[config.mk]
export PLATFORM = sky130hd
export DESIGN_NAME = power_mode_controller
export DESIGN_NICKNAME = d
export VERILOG_FILES = /design/src/power_mode_pkg.sv /design/src/power_mode_controller.sv
export SDC_FILE = /design/constraint.sdc
export NUM_CORES = 1
export LEC_CHECK = 0
export BUFFER_PORTS_ARGS = -buffer_cell sky130_fd_sc_hd__clkbuf_2
export CORE_UTILIZATION = 30
export CTS_CLUSTER_SIZE = 40
export DETAILED_ROUTE_END_ITERATION = 7
export SYNTH_ARGS = -nofsm -noshare
export SYNTH_HDL_FRONTEND = slang
export SYNTH_SLANG_ARGS = --single-unit
[constraint.sdc]
create_clock -name clk -period 4.5 [get_ports clk]
set_input_delay 0.9 -clock clk [delete_from_list [all_inputs] [get_ports clk]]
set_output_delay 0.9 -clock clk [all_outputs]
set_load 0.01 [all_outputs]
[src/power_mode_pkg.sv]
// Package: modes, carriers and timing constants of the power mode controller
`default_nettype none
package power_mode_pkg;

  // ****************
  // Modes
  // ****************
  typedef enum logic [1:0] {
    full_operation_mode = 2'h0,
    tamper_measure_mode = 2'h1,
    peak_detect_mode    = 2'h2,
    idle_mode           = 2'h3
  } power_mode_t;

  // ****************
  // Timing
  // ****************
  localparam int CLK_FREQ_MHZ       = 50;
  localparam int REG_OFF_DELAY_US   = 1;
  localparam int REG_OFF_CYCLES     = REG_OFF_DELAY_US * CLK_FREQ_MHZ;

  // ****************
  // Reset values, widths and threshold scale
  // ****************
  localparam int          PEAK_CFG_W       = 8;
  localparam int          PEAK_SAMPLE_W    = 16;
  localparam logic [7:0]  PEAK_CFG_DEFAULT = 8'h00;
  localparam int          THRESH_LSB_SHIFT = 8;

  // ****************
  // Carriers
  // ****************
  typedef struct packed {
    logic spiEnable;
    logic measureEnable;
    logic neutralAdcEnable;
    logic phaseAdcEnable;
    logic waveBufEnable;
    logic accumEnable;
    logic zeroCrossingEnable;
    logic peakDetectEnable;
  } func_enables_t;

  typedef struct packed {
    logic [PEAK_SAMPLE_W-1:0] phaseA;
    logic [PEAK_SAMPLE_W-1:0] phaseB;
    logic [PEAK_SAMPLE_W-1:0] phaseC;
  } phase_currents_t;

endpackage : power_mode_pkg
`default_nettype wire

[src/power_mode_controller.sv]
// Module: pin-selected power mode controller with peak detect and clock gating
`default_nettype none

// How it works
// - Mode pins decoded continuously, no command
// - Pins 00 full, 01 tamper, 10 peak, 11 idle
// - Serial port only in full and tamper
// - Peak mode compares currents, flags interrupt pins
// - Peak config retained through peak and idle
// - Full or tamper entry from peak or idle resets peak config
// - Tamper mode disables neutral, buffer, accumulation
// - Inverted clock out only in full, tamper
// - External reference bit disables internal buffer
// - Regulators off after 1 us in low modes
// - Tamper neutral converter off; idle all off, peak only peak detect
module power_mode_controller
  import power_mode_pkg::*;
#(
  parameter int OFF_CYCLES = REG_OFF_CYCLES
)
(
  // Clock and reset
  input  wire logic                  clk,
  input  wire logic                  sys_rst,
  // Mode pins from host
  input  wire logic                  mode_sel_hi_pin,
  input  wire logic                  mode_sel_lo_pin,
  // Peak detect configuration write
  input  wire logic                  peakCfgWrite,
  input  wire logic [PEAK_CFG_W-1:0] peakCfgData,
  input  wire logic                  external_reference_select,
  // Phase currents and clock input
  input  wire phase_currents_t       phaseCurrents,
  input  wire logic                  clock_in_pin,
  input  wire logic                  extClockSelect,
  // Status and controls
  output logic [1:0]                 powerMode,
  output func_enables_t              funcEnables,
  output logic [PEAK_CFG_W-1:0]      peak_detect_config,
  output logic                       regulatorsOn,
  output logic                       internalRefBufOn,
  output logic                       inverted_clock_out,
  output logic                       interrupt_out_a_n,
  output logic                       interrupt_out_b_n
);

  // Counter sized from the off delay so a faster clock cannot wrap it
  localparam int CNT_W = $clog2(OFF_CYCLES + 1);

  // ****************
  // Pin synchroniser
  // ****************
  logic [1:0] pinMeta_r, pinSync_r;

  always_ff @(posedge clk) begin
    if (sys_rst) begin
      pinMeta_r <= 2'h3;
      pinSync_r <= 2'h3;
    end else begin
      pinMeta_r <= {mode_sel_hi_pin, mode_sel_lo_pin};
      pinSync_r <= pinMeta_r;
    end
  end

  // ****************
  // Clock input synchroniser
  // ****************
  // Only slow clocks survive sampling at 50 MHz
  logic clkMeta_r, clkSync_r;

  always_ff @(posedge clk) begin
    if (sys_rst) begin
      clkMeta_r <= 1'b0;
      clkSync_r <= 1'b0;
    end else begin
      clkMeta_r <= clock_in_pin;
      clkSync_r <= clkMeta_r;
    end
  end

  // ****************
  // Mode state
  // ****************
  power_mode_t mode_r, mode_nxt;
  logic [PEAK_CFG_W-1:0] cfg_r, cfg_nxt;
  logic [CNT_W-1:0] lowCnt_r, lowCnt_nxt;
  logic        regOn_r, regOn_nxt;
  logic        irqA_r, irqA_nxt, irqB_r, irqB_nxt;
  logic        inverted_clock_out_r, inverted_clock_out_nxt;
  logic        extRef_r, extRef_nxt;

  // ****************
  // Helpers
  // ****************

  function automatic logic isActive(input power_mode_t m);
    return (m == full_operation_mode) || (m == tamper_measure_mode);
  endfunction : isActive

  function automatic logic overThresh(input logic [PEAK_SAMPLE_W-1:0] s,
                                      input logic [PEAK_CFG_W-1:0]    c);
    logic [PEAK_SAMPLE_W-1:0] mag;
    mag = s[PEAK_SAMPLE_W-1] ? PEAK_SAMPLE_W'(-s) : s;
    return mag > (PEAK_SAMPLE_W'(c) << THRESH_LSB_SHIFT);
  endfunction : overThresh

  always_comb begin
    mode_nxt   = power_mode_t'(pinSync_r);
    cfg_nxt    = cfg_r;
    lowCnt_nxt = lowCnt_r;
    regOn_nxt  = regOn_r;
    irqA_nxt   = irqA_r;
    irqB_nxt   = irqB_r;
    inverted_clock_out_nxt = 1'b0;
    extRef_nxt = extRef_r;
    // Retained through low modes; written only while port is up
    if (isActive(mode_nxt) && !isActive(mode_r)) begin
      cfg_nxt = PEAK_CFG_DEFAULT;
    end else if (peakCfgWrite && isActive(mode_r)) begin
      cfg_nxt = peakCfgData;
    end
    if (peakCfgWrite && isActive(mode_r)) begin
      extRef_nxt = external_reference_select;
    end

    // Brief glitches into low modes under 1 us keep regulators up
    if (isActive(mode_r)) begin
      lowCnt_nxt = '0;
      regOn_nxt  = 1'b1;
    end else if (regOn_r) begin
      if (32'(lowCnt_r) + 1 >= OFF_CYCLES) begin
        regOn_nxt = 1'b0;
      end else begin
        lowCnt_nxt = lowCnt_r + CNT_W'(1);
      end
    end

    case (mode_r)
      peak_detect_mode: begin
        irqA_nxt = !(overThresh(phaseCurrents.phaseA, cfg_r) ||
                     overThresh(phaseCurrents.phaseB, cfg_r));
        irqB_nxt = !overThresh(phaseCurrents.phaseC, cfg_r);
      end
      full_operation_mode, tamper_measure_mode: begin
        irqA_nxt   = 1'b1;
        irqB_nxt   = 1'b1;
        inverted_clock_out_nxt = extClockSelect && !clkSync_r;
      end
      default: begin
        irqA_nxt = 1'b1;
        irqB_nxt = 1'b1;
      end
    endcase
  end

  // ****************
  // Registers
  // ****************

  always_ff @(posedge clk) begin
    if (sys_rst) begin
      mode_r   <= idle_mode;
      cfg_r    <= PEAK_CFG_DEFAULT;
      lowCnt_r <= '0;
      regOn_r  <= 1'b0;
      irqA_r   <= 1'b1;
      irqB_r   <= 1'b1;
      inverted_clock_out_r <= 1'b0;
      extRef_r <= 1'b0;
    end else begin
      mode_r   <= mode_nxt;
      cfg_r    <= cfg_nxt;
      lowCnt_r <= lowCnt_nxt;
      regOn_r  <= regOn_nxt;
      irqA_r   <= irqA_nxt;
      irqB_r   <= irqB_nxt;
      inverted_clock_out_r <= inverted_clock_out_nxt;
      extRef_r <= extRef_nxt;
    end
  end

  // ****************
  // Function gating
  // ****************
  always_comb begin
    funcEnables = '0;
    case (mode_r)
      full_operation_mode: begin
        funcEnables = '1;
        funcEnables.peakDetectEnable = 1'b0;
      end
      tamper_measure_mode: begin
        funcEnables.spiEnable          = 1'b1;
        funcEnables.measureEnable      = 1'b1;
        funcEnables.phaseAdcEnable     = 1'b1;
        funcEnables.zeroCrossingEnable = 1'b1;
      end
      peak_detect_mode: begin
        funcEnables.peakDetectEnable = 1'b1;
      end
      default: begin
        funcEnables = '0;
      end
    endcase
  end

  // ****************
  // Outputs
  // ****************

  assign powerMode          = mode_r;
  assign peak_detect_config = cfg_r;
  assign regulatorsOn       = regOn_r;
  assign internalRefBufOn   = regOn_r && !extRef_r;
  assign inverted_clock_out = inverted_clock_out_r;
  assign interrupt_out_a_n  = irqA_r;
  assign interrupt_out_b_n  = irqB_r;

endmodule : power_mode_controller
`default_nettype wire

Yosys cells after proc, flatten, opt, wreduce, memory -nomap -nowiden
Index checks and enable logic that the tools add are counted.
- bitwise operators: 3
- eq/ne operators: 3
- order comparisons: 4
- add/sub/neg operators: 5
- muxes and demuxes: 11
- reduce and logical (&&, ||, !) cells: 20
- operators by type and width (operator ; count):
    $gt A16 B16 Y1 ; 3
    $mux W16 ; 3
    $neg A16 Y16 ; 3
    $reduce_or A2 Y1 ; 5
    $add A6 B1 Y7 const B ; 1
    $ge A7 B6 Y1 const B ; 1
    $add A6 B1 Y6 const B ; 1
    $mux W1 ; 6
    $logic_not A1 Y1 ; 5
    $eq A2 B1 Y1 const B ; 2
    $logic_and A1 B1 Y1 ; 4
    $logic_not A2 Y1 ; 2
    $mux W2 ; 2
    $logic_or A1 B1 Y1 ; 3
    $not A1 Y1 ; 3
    $eq A2 B2 Y1 const B ; 1
    $reduce_and A2 Y1 ; 1
- word-level logic and storage cells: 58
- input bits: 64
- bits in registers: 27

Logic depth before layout (Yosys ltp)
- depth in word-level cells: 5
- gate-level depth with buffers: 13
- gate-level depth less buffers: 12

Worst setup path before layout
Ideal clock, no wire load.
- path kind: input port to flip-flop
- start point: input port phaseCurrents[7] (netlist bit)
- end point: register irqB_r, in the netlist interrupt_out_b_n
- data required time: 4.426 ns
- arrival time: 3.321 ns
- stages: 11
- path slack: 1.105 ns
- path through: or4_4 > or3_1 > or3_4 > o31ai_1 > xnor2_1 > ha_1 > a21o_1 > a21oi_1 > nor2b_1 > o31a_1 > o21ai_0
- word-level cells in the longest chain between the ends: 4
- RTL lines (item ; line ; text):
    from (decl) ; power_mode_controller.sv:33 ; input wire phase_currents_t phaseCurrents,
    $neg A16 Y16 ; power_mode_controller.sv:103 ; mag = s[PEAK_SAMPLE_W-1] ? PEAK_SAMPLE_W'(-s) : s;
    $mux W16 (*) ; power_mode_controller.sv:103 ;
    $gt A16 B16 Y1 (*) ; power_mode_controller.sv:104 ; return mag > (PEAK_SAMPLE_W'(c) << THRESH_LSB_SHIFT);
    $logic_not A1 Y1 (*) ; power_mode_controller.sv:142 ; irqB_nxt = !overThresh(phaseCurrents.phaseC, cfg_r);
    to (signal assigned) ; power_mode_controller.sv:176 ; irqB_r <= irqB_nxt;
    to (decl) ; power_mode_controller.sv:88 ; logic irqA_r, irqA_nxt, irqB_r, irqB_nxt;
Mark *: on every way between the ends. The rest lies on a longest branch, timed or not.
A chain may end at the register's enable or synchronous reset.

Final worst setup path
Ends and elaborated chain as after synthesis.

==> flow_summary_export.csv <==
group,metric,value,unit
clock_network,cts_resized,0,
timing,setup_viol,0,
timing,rsz0062_at_grt,"false",
final_layout,drive_gt1_share,27.5,%
clock_network,cts_setup_buffers,0,
pwr,pwr-share-clk,26.7,%
timing,final_hold_viol_count,0,
clock_network,cts_tree,"built",
global_route,gr-total-overflow,0,
hold_path,hp-class,"reg -> reg",
clock_network,path_clk_slew,100,ps
clock_network,htreeDepth,1,
route,wl_per_cell,12.6,um
timing,fin_skew,2.56,ps
global_route,antenna_found_initial,0,
floorplanning,die-height,89.7,um
route,drt-total-wl,5980,um
route,dr.first_iter.drc_count,34,
placed_design,port_buffers,86,
floorplanning,dieArea,8040,um^2
pwr,power-per-cell-area,194,nW/um^2
logic_synthesis,yosysWarnings,0,
final_layout,nets,467,
global_route,grt_pass1_vias,2091,
logic_synthesis,netlist_area,2300,um^2
global_route,grt_pass1_wl,9210,um
setup_path,required,4710,ps
setup_path,worst_setup_path_start_kind,"primary input",
logic_synthesis,syn-mean-instance-area,7.81,um^2
logic_synthesis,syn_inst,295,
floorplanning,rows,31,
logic_synthesis,syn_nets,386,
clock_network,cts_buffer_depth,2,
timing,clock.fmax,0.289,GHz
final_layout,fillers,793,
setup_path,cp_data_arrival_time,3670,ps
job,cap_violations,0,
timing,drv_slew,0,
setup_path,end_kind,"flip-flop",
route,num_vias,2388,
clock_network,clock_latency,280,ps
floorplanning,fp.coreArea,7330,um^2
floorplanning,io_pins,87,
final_layout,n_antenna_cell,0,
floorplanning,die_x,89.7,um
pwr,p_leak,1.20,nW
final_layout,layout_common_cells,"clkbuf_2, nand2_1, ha_1, dfxtp_1, a21oi_1",
global_route,grt_util_all_layers,14.6,%
pwr,pwr-share-seq,45.2,%
logic_synthesis,synth_edf_count,0,
route,drt-vias-per-instance,5.04,
pwr,worst_ir_drop_vdd,0.164,mV
timing,post-route-period-util,76.8,%
placed_design,gp_congestion,0.883,
logic_synthesis,async_reset_ff_share,0,%
placed_design,post-place-cells,470,
timing,slew_headroom,59.5,%
pwr,pwr-share-comb,28.0,%
timing,worstMarginPinSlew,606,ps
floorplanning,start_util,31.4,%
pwr,power.switching,168,uW
final_layout,syn2layout_area_growth,23.8,%
timing,period_minus_slack,3450,ps
route,first_pass_iters,4,
run_status,outcome,"finished, final reports clean",
clock_network,cts_hold_buf,0,
setup_path,critical_path.max_fanout,3,
clock_network,numCtsBuffers,3,
clock_network,clock-sinks,27,
route,drc,0,
pwr,swShare,30.3,%
route,ant_nets,0,
logic_synthesis,synth-main-ff-cell,"dfxtp_1",
final_layout,layout_commonest_cell,"clkbuf_2",
logic_synthesis,yosysUniqueCellTypes,47,
logic_synthesis,synth_seq_cells,27,
timing,tns,0,ps
setup_path,worstSetupPathType,"in -> reg",
pwr,intPower,386,uW
placed_design,hpwl,4860,um
clock_network,root_buffer,"clkbuf_8",
final_layout,post_layout_nonfiller_instances,474,
global_route,grt_max_degree,18,
logic_synthesis,synth.yosys.seq_area_share,23.5,%
[metal layers]
| layer | wire, um | global-route usage (%) | vias to the layer above |
|---|---|---|---|
| li1 | - | - | 1240 |
| met1 | 2880 | 20.0 | 1076 |
| met2 | 2750 | 23.7 | 61 |
| met3 | 262 | 2.29 | 11 |
| met4 | 85 | 3.90 | 0 |
| met5 | 0 | 0 | - |
[worst paths after layout]
check,from,end,slack (ps),cells past startpoint
max,phaseCurrents[7],interrupt_out_b_n,1050,11
min,clkSync_r,inverted_clock_out,400,1
max reg2reg,lowCnt_r[1],lowCnt_r[5],2550,7
min reg2reg,clkSync_r,inverted_clock_out,400,1
[cells by family after synthesis]
family	after synthesis	synth area share, %
xor+xnor	21	7.98
flops	27	23.5
simple gates	120	28.1
fa+ha+maj	27	14.7
compound gates	74	20.8
buf+inv	26	5.05
[metrics by stage]
step / area [um^2] / worst slack (ps) / total power, mW / hold WS [ps] / utilization (%)
final: 2850 / 1050 / 0.554 / 399 / 38.9
after global routing: 2850 / 851 / 0.588 / 418 / 38.9
after CTS: 2850 / 1030 / 0.561 / 404 / 38.9
after detailed placement: 2800 / 723 / 0.411 / 389 / 38.2
after global placement: 2800 / 868 / 0.407 / 385 / 38.2
after floorplan: 2300 / 1110 / 0.349 / 376 / -
[critical path: stages]
cell	delay, ps
clkbuf_2	100
or4_4	540
or3_1	340
or3_1	350
o41ai_2	260
xnor2_1	130
ha_1	310
nand4_1	140
nor4_1	300
o2111ai_1	130
o21ai_0	150
[flip-flops by register name, indices dropped and copies added (netlist names)]
signal / count
peak_detect_config: 8
lowCnt_r: 6
mode_nxt: 2
pinMeta_r: 2
powerMode: 2
clkMeta_r: 1
clkSync_r: 1
extRef_r: 1
interrupt_out_a_n: 1
interrupt_out_b_n: 1
inverted_clock_out: 1
regulatorsOn: 1
[synth_stat cells, drive strengths merged, types with 2 or more instances]
library cell / n / area (um^2)
nand2: 38 / 143
dfxtp: 27 / 541
ha: 27 / 338
a21oi: 21 / 105
o21ai: 18 / 90.1
xnor2: 18 / 158
inv: 16 / 60.1
nand4: 12 / 75.1
nor2: 10 / 37.5
nor4: 10 / 62.6
nor2b: 9 / 56.3
nand2b: 8 / 50.1
a21o: 7 / 52.6
buf: 7 / 45.1
or3: 7 / 48.8
nand3: 6 / 30.0
o31ai: 6 / 45.0
or2: 6 / 37.5
a211oi: 5 / 37.5
nor3: 5 / 25.0
o211ai: 4 / 30.0
clkbuf: 3 / 11.3
xor2: 3 / 26.3
nor4b: 2 / 17.5
or4: 2 / 18.8
[cell type report]
class	count	area (um^2)	area share, %
clock buffer	3	41.3	1.45
tap	99	124	4.34
sequential	27	541	18.9
clock inverter	1	8.76	0.307
multi-input combinational	242	1650	57.8
inverter	16	60.1	2.11
timing repair buffer	86	430	15.1
[power groups by stage]
| stage | Clock (mW) | Sequential (mW) | Combinational [mW] |
|---|---|---|---|
| floorplan | 0 | 0.255 | 0.0935 |
| global placement | 0 | 0.256 | 0.151 |
| detailed placement | 0 | 0.256 | 0.155 |
| CTS | 0.154 | 0.251 | 0.156 |
| global route | 0.160 | 0.251 | 0.176 |
| finish | 0.148 | 0.250 | 0.155 |
No activity file was read; power rests on OpenSTA's default activity.
